`src/rtl/smcc_pkg.sv`:
```
// Overview of operation
// - Six modes: FAST, SLOW, SLEEP, three idles.
// - FAST runs fast clock divided 1 to 64.
// - Select 000-110 divide fast by 2^n; 111 slow.
// - SLOW mode runs system clock from slow oscillator.
// - Halt with keeps 00 enters SLEEP.
// - Halt with keeps 01 enters idle slow only.
// - Halt with keeps 11 enters idle both on.
// - Halt with keeps 10 enters idle fast only.
// - In SLOW fast oscillator follows its enable bit, or runs while a switch to a fast source is pending.
// - Bit 1 keeps fast oscillator during halt.
// - Bit 0 keeps slow oscillator during halt.
// - Unimplemented register bits read as zero.
// - Clock switch completes after four system ticks.
// - Enabling fast oscillator clears, then sets stable.
// - Fast enable bit 0, resets to one.
// - FAST mode keeps every clock running.
// - Switch to SLOW waits for slow oscillator ready.
package smcc_pkg;
  // ----------------------------------------------------------------
  // Register map and fields
  // ----------------------------------------------------------------
  localparam logic [7:0] OFF_SEL = 8'h00;
  localparam logic [7:0] OFF_FOSC = 8'h04;
  localparam logic [7:0] OFF_STAT = 8'h08;
  localparam int CKS_LSB = 5;
  localparam int KEEP_FAST_BIT = 1;
  localparam int KEEP_SLOW_BIT = 0;
  localparam int FOSC_EN_BIT = 0;
  localparam int FOSC_STB_BIT = 1;
  localparam int STAT_SEL_LSB = 8;
  localparam int STAT_PEND_BIT = 12;
  localparam logic [2:0] CKS_RST = 3'h0;
  localparam logic [2:0] CKS_SLOW = 3'h7;
  localparam logic KEEP_RST = 1'b0;
  localparam logic FOSC_EN_RST = 1'b1;
  // ----------------------------------------------------------------
  // Timing
  // ----------------------------------------------------------------
  localparam int CLK_HZ = 10_000_000;
  localparam logic [2:0] SW_SYS_TICKS = 3'h4;
  localparam int FAST_STAB_NS = 20_000;
  localparam int FAST_STAB_CYC = (FAST_STAB_NS * (CLK_HZ / 1_000_000) + 999) / 1000;
  localparam int SLOW_DIV = 312;
  // ----------------------------------------------------------------
  // Operating modes
  // ----------------------------------------------------------------
  typedef enum logic [5:0] {
    MD_FAST = 6'h01,
    MD_SLOW = 6'h02,
    MD_SLEEP = 6'h04,
    MD_IDLE_SLOW_ONLY = 6'h08,
    MD_IDLE_BOTH_ON = 6'h10,
    MD_IDLE_FAST_ONLY = 6'h20
  } smcc_mode_t;
endpackage

```
`src/rtl/smcc_clk_div.sv`:
```
`timescale 1ns/1ns
`default_nettype none
// ------------------------------------------------------------------
// Enable divider: one tick every limit+1 enabled cycles
// ------------------------------------------------------------------
module smcc_clk_div #(
  parameter int W = 9
) (
  input wire logic pclk,
  input wire logic presetn,
  input wire logic en,
  input wire logic [W-1:0] limit,
  output logic tick
);
  logic [W-1:0] cnt;
  logic [W-1:0] next_cnt;
  logic next_tick;

  // Counter freezes while its oscillator is stopped, so no tick leaks out.
  always_comb begin
    next_cnt = cnt;
    next_tick = 1'b0;
    if (en) begin
      if (cnt >= limit) begin
        next_cnt = '0;
        next_tick = 1'b1;
      end else begin
        next_cnt = cnt + 1'b1;
      end
    end
  end

  // Registers only.
  always_ff @(posedge pclk or negedge presetn) begin
    if (!presetn) begin
      cnt <= '0;
      tick <= 1'b0;
    end else begin
      cnt <= next_cnt;
      tick <= next_tick;
    end
  end
endmodule
`default_nettype wire

```
`src/rtl/smcc_stab_tmr.sv`:
```
`timescale 1ns/1ns
`default_nettype none
// ------------------------------------------------------------------
// Oscillator start-up timer
// ------------------------------------------------------------------
module smcc_stab_tmr #(
  parameter int CYC = 200
) (
  input wire logic pclk,
  input wire logic presetn,
  input wire logic osc_on,
  output logic stable
);
  logic [15:0] cnt;
  logic [15:0] next_cnt;
  logic next_stable;

  // A stopped oscillator drops the flag at once and restarts the count.
  always_comb begin
    next_cnt = cnt;
    next_stable = stable;
    if (!osc_on) begin
      next_cnt = '0;
      next_stable = 1'b0;
    end else if (cnt < 16'(CYC)) begin
      next_cnt = cnt + 16'h0001;
    end else begin
      next_stable = 1'b1;
    end
  end

  // Registers only.
  always_ff @(posedge pclk or negedge presetn) begin
    if (!presetn) begin
      cnt <= '0;
      stable <= 1'b0;
    end else begin
      cnt <= next_cnt;
      stable <= next_stable;
    end
  end
endmodule
`default_nettype wire

```
`src/rtl/smcc_top.sv`:
```
// Design decisions made here: the APB register port and the register addresses.
`timescale 1ns/1ns
`default_nettype none
module smcc_top #(
  parameter int SLOW_DIV = smcc_pkg::SLOW_DIV,
  parameter int FAST_STAB_CYC = smcc_pkg::FAST_STAB_CYC
) (
  input wire logic pclk,
  input wire logic presetn,
  input wire logic psel,
  input wire logic penable,
  input wire logic pwrite,
  input wire logic [7:0] paddr,
  input wire logic [31:0] pwdata,
  output logic [31:0] prdata,
  output logic pready,
  output logic pslverr,
  input wire logic cpu_halt,
  input wire logic wake_req,
  input wire logic watchdog_on,
  input wire logic slow_osc_ready_pin,
  output logic fast_osc_on,
  output logic fast_clk_run,
  output logic slow_clk_run,
  output logic slow_osc_run,
  output logic cpu_run,
  output logic sys_clk_en,
  output logic [5:0] mode_out
);
  // ----------------------------------------------------------------
  // Declarations
  // ----------------------------------------------------------------
  logic [2:0] cks, next_cks;
  logic keep_f, next_keep_f, keep_s, next_keep_s;
  logic fosc_en, next_fosc_en;
  logic [31:0] next_prdata;
  smcc_pkg::smcc_mode_t mode, next_mode;
  logic [2:0] act_sel, next_act, tgt, next_tgt, sw_cnt, next_sw;
  logic pend, next_pend;
  logic next_fosc_on, next_sclk, next_sosc, next_cpu;
  logic slow_rdy_m, slow_rdy;
  logic fast_tick, slow_tick, fosc_stable, src_tick, sys_gate;
  logic act_slow, tgt_ready, wr_any, wr_sel, wr_fosc;
  logic [8:0] fast_limit;

  function automatic logic hit(input logic [7:0] a, input logic [7:0] off);
    hit = (a == off);
  endfunction

  // ----------------------------------------------------------------
  // APB slave
  // ----------------------------------------------------------------
  // Zero wait states; unmapped addresses answer with an error.
  assign pready = 1'b1;
  assign pslverr = psel && penable &&
    !(hit(paddr, smcc_pkg::OFF_SEL) || hit(paddr, smcc_pkg::OFF_FOSC) ||
      hit(paddr, smcc_pkg::OFF_STAT));
  assign wr_any = psel && penable && pwrite;
  assign wr_sel = wr_any && hit(paddr, smcc_pkg::OFF_SEL);
  assign wr_fosc = wr_any && hit(paddr, smcc_pkg::OFF_FOSC);

  // Register writes in the access phase; read data latched in the setup phase.
  always_comb begin
    next_cks = cks;
    next_keep_f = keep_f;
    next_keep_s = keep_s;
    next_fosc_en = fosc_en;
    next_prdata = prdata;
    if (wr_sel) begin
      next_cks = pwdata[smcc_pkg::CKS_LSB +: 3];
      next_keep_f = pwdata[smcc_pkg::KEEP_FAST_BIT];
      next_keep_s = pwdata[smcc_pkg::KEEP_SLOW_BIT];
    end
    if (wr_fosc) begin
      next_fosc_en = pwdata[smcc_pkg::FOSC_EN_BIT];
    end
    if (psel && !penable) begin
      next_prdata = 32'h0000_0000;
      if (hit(paddr, smcc_pkg::OFF_SEL)) begin
        next_prdata[smcc_pkg::CKS_LSB +: 3] = cks;
        next_prdata[smcc_pkg::KEEP_FAST_BIT] = keep_f;
        next_prdata[smcc_pkg::KEEP_SLOW_BIT] = keep_s;
      end else if (hit(paddr, smcc_pkg::OFF_FOSC)) begin
        next_prdata[smcc_pkg::FOSC_EN_BIT] = fosc_en;
        next_prdata[smcc_pkg::FOSC_STB_BIT] = fosc_stable;
      end else if (hit(paddr, smcc_pkg::OFF_STAT)) begin
        next_prdata[5:0] = mode;
        next_prdata[smcc_pkg::STAT_SEL_LSB +: 3] = act_sel;
        next_prdata[smcc_pkg::STAT_PEND_BIT] = pend;
      end
    end
  end

  // Register file storage.
  always_ff @(posedge pclk or negedge presetn) begin
    if (!presetn) begin
      cks <= smcc_pkg::CKS_RST;
      keep_f <= smcc_pkg::KEEP_RST;
      keep_s <= smcc_pkg::KEEP_RST;
      fosc_en <= smcc_pkg::FOSC_EN_RST;
      prdata <= 32'h0000_0000;
    end else begin
      cks <= next_cks;
      keep_f <= next_keep_f;
      keep_s <= next_keep_s;
      fosc_en <= next_fosc_en;
      prdata <= next_prdata;
    end
  end

  // ----------------------------------------------------------------
  // Oscillator models and system clock enable
  // ----------------------------------------------------------------
  // The ready pin is asynchronous, so it passes two flops first.
  always_ff @(posedge pclk or negedge presetn) begin
    if (!presetn) begin
      slow_rdy_m <= 1'b0;
      slow_rdy <= 1'b0;
    end else begin
      slow_rdy_m <= slow_osc_ready_pin;
      slow_rdy <= slow_rdy_m;
    end
  end

  assign act_slow = (act_sel == smcc_pkg::CKS_SLOW);
  // Divide by 2^sel; pclk stands in for the fast oscillator.
  assign fast_limit = act_slow ? 9'h000 : 9'((9'h001 << act_sel) - 9'h001);
  assign fast_clk_run = fast_osc_on && fosc_stable;

  smcc_clk_div #(.W(9)) u_fast_div (
    .pclk(pclk),
    .presetn(presetn),
    .en(fast_clk_run),
    .limit(fast_limit),
    .tick(fast_tick)
  );

  smcc_clk_div #(.W(9)) u_slow_div (
    .pclk(pclk),
    .presetn(presetn),
    .en(slow_osc_run && slow_rdy),
    .limit(9'(SLOW_DIV - 1)),
    .tick(slow_tick)
  );

  smcc_stab_tmr #(.CYC(FAST_STAB_CYC)) u_fast_stab (
    .pclk(pclk),
    .presetn(presetn),
    .osc_on(fast_osc_on),
    .stable(fosc_stable)
  );

  // The system clock only ticks while its own source is kept alive.
  always_comb begin
    sys_gate = 1'b0;
    unique case (mode)
      smcc_pkg::MD_FAST, smcc_pkg::MD_SLOW: sys_gate = 1'b1;
      smcc_pkg::MD_IDLE_BOTH_ON: sys_gate = 1'b1;
      smcc_pkg::MD_IDLE_SLOW_ONLY: sys_gate = act_slow;
      smcc_pkg::MD_IDLE_FAST_ONLY: sys_gate = !act_slow;
      smcc_pkg::MD_SLEEP: sys_gate = 1'b0;
    endcase
  end
  assign src_tick = act_slow ? slow_tick : fast_tick;
  assign sys_clk_en = src_tick && sys_gate;

  // ----------------------------------------------------------------
  // Clock source switching
  // ----------------------------------------------------------------
  // A slow target is ready on its next edge, which needs its oscillator
  // ready; a fast target is ready once its oscillator is on and settled.
  assign tgt_ready = (tgt == smcc_pkg::CKS_SLOW) ? slow_tick : fast_clk_run;

  // Four current system ticks, then alignment to the target source.
  always_comb begin
    next_act = act_sel;
    next_tgt = tgt;
    next_pend = pend;
    next_sw = sw_cnt;
    if (wr_sel) begin
      next_tgt = pwdata[smcc_pkg::CKS_LSB +: 3];
      next_pend = (pwdata[smcc_pkg::CKS_LSB +: 3] != act_sel);
      next_sw = 3'h0;
    end else if (pend) begin
      if (sw_cnt < smcc_pkg::SW_SYS_TICKS) begin
        if (sys_clk_en) begin
          next_sw = sw_cnt + 3'h1;
        end
      end else if (tgt_ready) begin
        next_act = tgt;
        next_pend = 1'b0;
      end
    end
  end

  // Switch state registers.
  always_ff @(posedge pclk or negedge presetn) begin
    if (!presetn) begin
      act_sel <= smcc_pkg::CKS_RST;
      tgt <= smcc_pkg::CKS_RST;
      pend <= 1'b0;
      sw_cnt <= 3'h0;
    end else begin
      act_sel <= next_act;
      tgt <= next_tgt;
      pend <= next_pend;
      sw_cnt <= next_sw;
    end
  end

  // ----------------------------------------------------------------
  // Operating mode machine
  // ----------------------------------------------------------------
  // Low-power entry needs halt; select writes only move FAST/SLOW.
  always_comb begin
    next_mode = mode;
    unique case (mode)
      smcc_pkg::MD_FAST, smcc_pkg::MD_SLOW: begin
        if (cpu_halt) begin
          unique case ({keep_f, keep_s})
            2'b00: next_mode = smcc_pkg::MD_SLEEP;
            2'b01: next_mode = smcc_pkg::MD_IDLE_SLOW_ONLY;
            2'b11: next_mode = smcc_pkg::MD_IDLE_BOTH_ON;
            2'b10: next_mode = smcc_pkg::MD_IDLE_FAST_ONLY;
          endcase
        end else begin
          next_mode = (next_act == smcc_pkg::CKS_SLOW) ?
            smcc_pkg::MD_SLOW : smcc_pkg::MD_FAST;
        end
      end
      smcc_pkg::MD_SLEEP, smcc_pkg::MD_IDLE_SLOW_ONLY,
      smcc_pkg::MD_IDLE_BOTH_ON, smcc_pkg::MD_IDLE_FAST_ONLY: begin
        if (wake_req) begin
          next_mode = act_slow ? smcc_pkg::MD_SLOW : smcc_pkg::MD_FAST;
        end
      end
    endcase
  end

  // Oscillator and clock gates follow the next mode so they line up
  // with the mode register.
  always_comb begin
    next_fosc_on = 1'b0;
    next_sclk = 1'b0;
    next_sosc = 1'b1;
    next_cpu = 1'b0;
    unique case (next_mode)
      smcc_pkg::MD_FAST: begin
        next_fosc_on = 1'b1;
        next_sclk = 1'b1;
        next_cpu = 1'b1;
      end
      smcc_pkg::MD_SLOW: begin
        // A pending return to a fast source must start the oscillator.
        next_fosc_on = next_fosc_en ||
          (next_pend && next_tgt != smcc_pkg::CKS_SLOW);
        next_sclk = 1'b1;
        next_cpu = 1'b1;
      end
      smcc_pkg::MD_IDLE_SLOW_ONLY: next_sclk = 1'b1;
      smcc_pkg::MD_IDLE_BOTH_ON: begin
        next_fosc_on = 1'b1;
        next_sclk = 1'b1;
      end
      smcc_pkg::MD_IDLE_FAST_ONLY: next_fosc_on = 1'b1;
      smcc_pkg::MD_SLEEP: next_sosc = watchdog_on;
    endcase
  end

  // Mode and gate registers; power-on starts in FAST, undivided.
  always_ff @(posedge pclk or negedge presetn) begin
    if (!presetn) begin
      mode <= smcc_pkg::MD_FAST;
      fast_osc_on <= 1'b1;
      slow_clk_run <= 1'b1;
      slow_osc_run <= 1'b1;
      cpu_run <= 1'b1;
    end else begin
      mode <= next_mode;
      fast_osc_on <= next_fosc_on;
      slow_clk_run <= next_sclk;
      slow_osc_run <= next_sosc;
      cpu_run <= next_cpu;
    end
  end
  assign mode_out = mode;

  // ----------------------------------------------------------------
  // Checks
  // ----------------------------------------------------------------
  a_halt_sleep: assert property (@(posedge pclk) disable iff (!presetn)
    cpu_run && cpu_halt && !keep_f && !keep_s |=> mode == smcc_pkg::MD_SLEEP && !cpu_run)
    else $error("halt with no keep bits did not sleep");
  a_halt_idle_slow: assert property (@(posedge pclk) disable iff (!presetn)
    cpu_run && cpu_halt && !keep_f && keep_s |=>
    mode == smcc_pkg::MD_IDLE_SLOW_ONLY && !fast_osc_on && slow_clk_run)
    else $error("idle slow only entry wrong");
  a_halt_idle_both: assert property (@(posedge pclk) disable iff (!presetn)
    cpu_run && cpu_halt && keep_f && keep_s |=>
    mode == smcc_pkg::MD_IDLE_BOTH_ON && fast_osc_on && slow_clk_run)
    else $error("idle both on entry wrong");
  a_halt_idle_fast: assert property (@(posedge pclk) disable iff (!presetn)
    cpu_run && cpu_halt && keep_f && !keep_s |=>
    mode == smcc_pkg::MD_IDLE_FAST_ONLY && fast_osc_on && !slow_clk_run)
    else $error("idle fast only entry wrong");
  a_sleep_gates: assert property (@(posedge pclk) disable iff (!presetn)
    mode == smcc_pkg::MD_SLEEP |->
    !sys_clk_en && !slow_clk_run && slow_osc_run == $past(watchdog_on))
    else $error("sleep gating wrong");
  a_idle_sysclk: assert property (@(posedge pclk) disable iff (!presetn)
    (mode == smcc_pkg::MD_IDLE_SLOW_ONLY && !act_slow) ||
    (mode == smcc_pkg::MD_IDLE_FAST_ONLY && act_slow) |-> !sys_clk_en)
    else $error("system clock ran from a stopped source");
  a_fast_all_on: assert property (@(posedge pclk) disable iff (!presetn)
    mode == smcc_pkg::MD_FAST |-> fast_osc_on && slow_clk_run && slow_osc_run && cpu_run)
    else $error("clock stopped in FAST mode");
  a_slow_fosc: assert property (@(posedge pclk) disable iff (!presetn)
    mode == smcc_pkg::MD_SLOW && !pend && !$past(pend) |-> fast_osc_on == fosc_en)
    else $error("fast oscillator ignores enable in SLOW");
  a_switch_wait: assert property (@(posedge pclk) disable iff (!presetn)
    act_sel != $past(act_sel) |-> $past(sw_cnt) == smcc_pkg::SW_SYS_TICKS)
    else $error("clock switched before four system ticks");
  a_stable_clear: assert property (@(posedge pclk) disable iff (!presetn)
    $rose(fast_osc_on) |=> !fosc_stable [*2])
    else $error("stable flag not cleared on enable");
  a_no_lp_write: assert property (@(posedge pclk) disable iff (!presetn)
    cpu_run && !cpu_halt |=> cpu_run)
    else $error("low power entered without halt");
  a_rsvd_zero: assert property (@(posedge pclk) disable iff (!presetn)
    psel && penable && !pwrite && hit(paddr, smcc_pkg::OFF_FOSC) |->
    prdata[31:2] == 30'h0000_0000)
    else $error("unimplemented bits read nonzero");
endmodule
`default_nettype wire

```
`config.mk`:
```
export PLATFORM = sky130hd
export DESIGN_NAME = smcc_top
export DESIGN_NICKNAME = d
export VERILOG_FILES = /design/src/rtl/smcc_pkg.sv /design/src/rtl/smcc_clk_div.sv /design/src/rtl/smcc_stab_tmr.sv /design/src/rtl/smcc_top.sv
export SDC_FILE = /design/constraint.sdc
export NUM_CORES = 1
export LEC_CHECK = 0
export ABC_AREA = 1
export ABC_CLOCK_PERIOD_IN_PS = 3300
export BUFFER_PORTS_ARGS = -buffer_cell sky130_fd_sc_hd__buf_2
export CORE_MARGIN = 1
export CORE_UTILIZATION = 30
export DETAILED_ROUTE_END_ITERATION = 7
export GPL_TIMING_DRIVEN = 0
export SLEW_MARGIN = 20
export SYNTH_ARGS = -nofsm -noshare
export SYNTH_HDL_FRONTEND = slang
export SYNTH_SLANG_ARGS = --single-unit
```
`constraint.sdc`:
```
create_clock -name pclk -period 3.3 [get_ports pclk]
set_input_delay 0.33 -clock pclk [delete_from_list [all_inputs] [get_ports pclk]]
set_output_delay 0.33 -clock pclk [all_outputs]
set_load 0.01 [all_outputs]
```
==> results by group <==
Clock network
  • CTS buffer count: 9
  • CTS tree: built
  • Skew-Pair Late Insertion Delay: roughly 0.33 ns
  • Clock tree buffer depth: 2
  • Root buffer cell: clkbuf_16
  • Clock Sink Count: between 70 and 80
  • H-tree depth: 3
  • Clock Pin Slew Worst Setup and Hold Paths: 0.06 ns

Global routing
  • Largest net degree at the start of global routing: 42
  • Vias in the first global route: ~3400
  • Total grt overflow: 0
  • Global-route wire length before repair: 15670 µm
  • GRT Util Overall: ~14%
  • Initial antenna violation count: 1

STA
  • Final Critical Period: approximately 2.6 ns
  • Unrepaired setup endpoints after global routing: no
  • Final-report setup violation count: 0
  • Setup ws final: between 0.6 and 0.7 ns
  • Post-route setup TNS: 0 ns
  • Clk_skew: 0.007037 ns
  • Final hold vios: 0
  • Final slew viol count: 0
  • Slew headroom: 61.16%
  • Max Clk Rate: 380.0 MHz
  • Final Cycle Share: between 70% and 80%
  • Least-Margin Pin Slew: 0.5826 ns

Power
  • VDD IR max: about 220 µV
  • Comb pwr share: between 10% and 20%
  • Clock power share: between 30% and 40%
  • Leakage power: between 0.002 and 0.003 µW
  • Pwr Density: between 500 and 600 nW/µm²
  • Sw Share: between 20% and 30%
  • Power, Total: between 2000 and 3000 µW
  • Sw Pwr: ~800 µW
  • Int Pwr: between 1500 and 2000 µW
  • Flop pwr share: around 44%

Critical path
  • Worst Setup EP: u_fast_div.cnt[7]
  • Crit path launch type: register
  • Worst endpoint required time: between 3 and 4 ns
  • Crit path max fanout: 8
  • RR Endpoint: u_fast_div.cnt[7]
  • CP Capture Type: register
  • Critical path origin: act_sel[2]
  • FF-to-FF setup slack: 0.67 ns
  • FF-to-FF path depth: 14
  • Worst setup path class: register to register
  • R2R Path Start: act_sel[2]
  • CP arrival: ~2.8 ns

Route
  • Met3 routed WL: 306 µm
  • Drt wl/cell: roughly 12 µm
  • WL final: about 9000 µm
  • DR vias: 3371
  • Drt drc: 0
  • Antenna violation net count after detailed routing: 0
  • DR pass1 iterations: 4
  • WL met1: approximately 4200 µm
  • DR iter-0 viols: 92
  • Top layer in use: met4
  • Post-DR vias/cell: about 4.4
  • WL met2: around 4200 µm

Place
  • Routability Congestion: roughly 0.85
  • Dpl ws: just under 0.7 ns
  • Buffers added on ports: between 40 and 50
  • Dpl hpwl: 6963 µm
  • Dpl cells: between 700 and 800

Cells and area
  • Share of post-route cells with drive strength above 1: 21.34%
  • Nets: 637
  • Area Overhead vs Synth: 20.97%
  • Non-Filler Instances: roughly 760

Yosys
  • Syn_area_per_cell: 8.148 µm²
  • Mapped cell area: around 4100 µm²
  • Total number of yosys warnings: 0
  • Number of synthesized flops with an enable pin: 0
  • Synth Register Bits: 77
  • Synth top cells by count: nand2_1, dfrtp_1, inv_1
  • Post-synthesis sequential area ratio: between 40% and 50%
  • Top-count cell post-synth: nand2_1
  • Gate count of the mapped netlist: between 400 and 500
  • Async SR Flop Fraction: between 90% and 100%
  • Synth area leader: dfrtp_1
  • Yosys cell types: 38
  • Top cell type's share of synthesized area: a little over two fifths
  • Commonest register cell after synthesis: dfrtp_1
  • Area contributors post-synth: dfrtp_1, nand2_1, inv_1

Floorplanning
  • Io pins: 95
  • Die Span X: 118.3 µm
  • Die area: roughly 14000 µm²
  • Core Area: around 13000 µm²
  • Initial Utilization: about 30%
  • Die height: 118.3 µm
  • Rows: 42

Min path
  • HP Class: input port to register

Run status
  • Status: finished clean

Run
  • Max cap viols: 0
## registers in the layout, indices dropped and copies added, names as in the netlist, 3 cells and up
signal / count
cks: 3
u_fast_div.cnt: 9
u_fast_stab.cnt: 16
mode_out: 6
u_slow_div.cnt: 9
tgt: 3
prdata: 12
sw_cnt: 3
act_sel: 3
## layer usage
| layer | global-route usage (%) | vias up |
|---|---|---|
| met4 | 4.808 | 0 |
| met2 | 23.05 | 62 |
| li1 | - | 1728 |
| met5 | 0 | - |
| met1 | 18.07 | 1568 |
| met3 | 3.089 | 13 |
## critical path: stages (launching register included)
cell and delay (ns):
dfrtp_1 0.47, inv_2 0.13, nand3_1 0.12, ha_1 0.20
o21ai_0 0.12, a21oi_1 0.14, o21ai_0 0.12, ha_1 0.34
nand2_1 0.07, o21ai_0 0.17, a21oi_1 0.08, o211ai_1 0.11
inv_2 0.08, nor2_2 0.26, nor2_1 0.09
## how the worst min path moves through the flow
stage | to | from | cells after the start | slack (ns)
4_1_cts | slow_rdy_m | slow_osc_ready_pin | 1 | 0.1
5_1_grt | slow_rdy_m | slow_osc_ready_pin | 1 | 0.09
2_1_floorplan | act_sel[0] | presetn | 0 | 0.03
6_report | slow_rdy_m | slow_osc_ready_pin | 1 | 0.11
3_3_place_gp | slow_rdy | slow_rdy_m | 0 | 0.34
3_5_place_dp | prdata[7] | presetn | 1 | 0.33
## metrics by stage
stage	cell area (µm²)	utilization, %	hold WS, ns
4_1_cts	4906	37.05	0.09546
3_5_place_dp	4602	34.75	0.3263
5_1_grt	4906	37.05	0.09058
6_report	4908	37.07	0.1071
2_1_floorplan	4129	-	0.03441
3_3_place_gp	4579	34.58	0.3424
## what timing repair did
action                                  in CTS  in global routing
buffers inserted                             0                  0
endpoints found under the hold margin       35                  0
hold buffers                                 1                  0
gates resized for setup                      0                  0
endpoints found under the setup margin       0                  0
## area by class of cell
class	count	area (µm²)
sequential	77	1934
buffer	26	183.9
antenna	1	2.502
tap	176	220.2
clock buffer	11	232.7
inverter	75	281.5
timing repair buffer	48	262.8
clock inverter	5	61.31
multi-input combinational	339	1729
fill	1415	8334
## power by group through the flow
| stage | clock [µW] | sequential, µW | combinational (µW) |
|---|---|---|---|
| 6_report | 968 | 1140 | 497 |
| 5_1_grt | 1040 | 1150 | 578 |
| 4_1_cts | 987 | 1140 | 506 |
| 3_5_place_dp | 0 | 1160 | 503 |
| 3_3_place_gp | 0 | 1150 | 479 |
| 2_1_floorplan | 0 | 1150 | 330 |
## layout by cell type, fill, tap and decap left out, types with 4 or more instances in the layout
master and count:
nand2_2 6, buf_4 24, inv_2 12, nand2_1 108, o21ai_0 28, a21oi_1 17
nand3_1 47, o21ai_1 5, conb_1 21, dfrtp_1 71, nor3_1 11, inv_1 63
clkbuf_16 9, dfstp_2 6, clkbuf_1 5, xnor2_1 4, ha_1 12, nor2_1 39
buf_2 45, nand4_1 7, nor2_2 6
## cell families (layout without fill, tap and decap cells)
| group | count (synthesis) | in the layout | share of synthesized area (%) |
|---|---|---|---|
| AND/OR/NAND/NOR | 237 | 237 | 26.92 |
| buffers and inverters | 101 | 165 | 11.47 |
| flip-flops | 77 | 77 | 47.67 |
| AO/OA/AOI/OAI | 61 | 61 | 8.294 |
| adder cells (fa/ha/maj) | 12 | 12 | 3.700 |
| XOR/XNOR | 7 | 7 | 1.511 |
| other | 2 | 22 | 0.1851 |
| multiplexers | 1 | 1 | 0.2467 |
No activity file was read; power rests on OpenSTA's default activity.
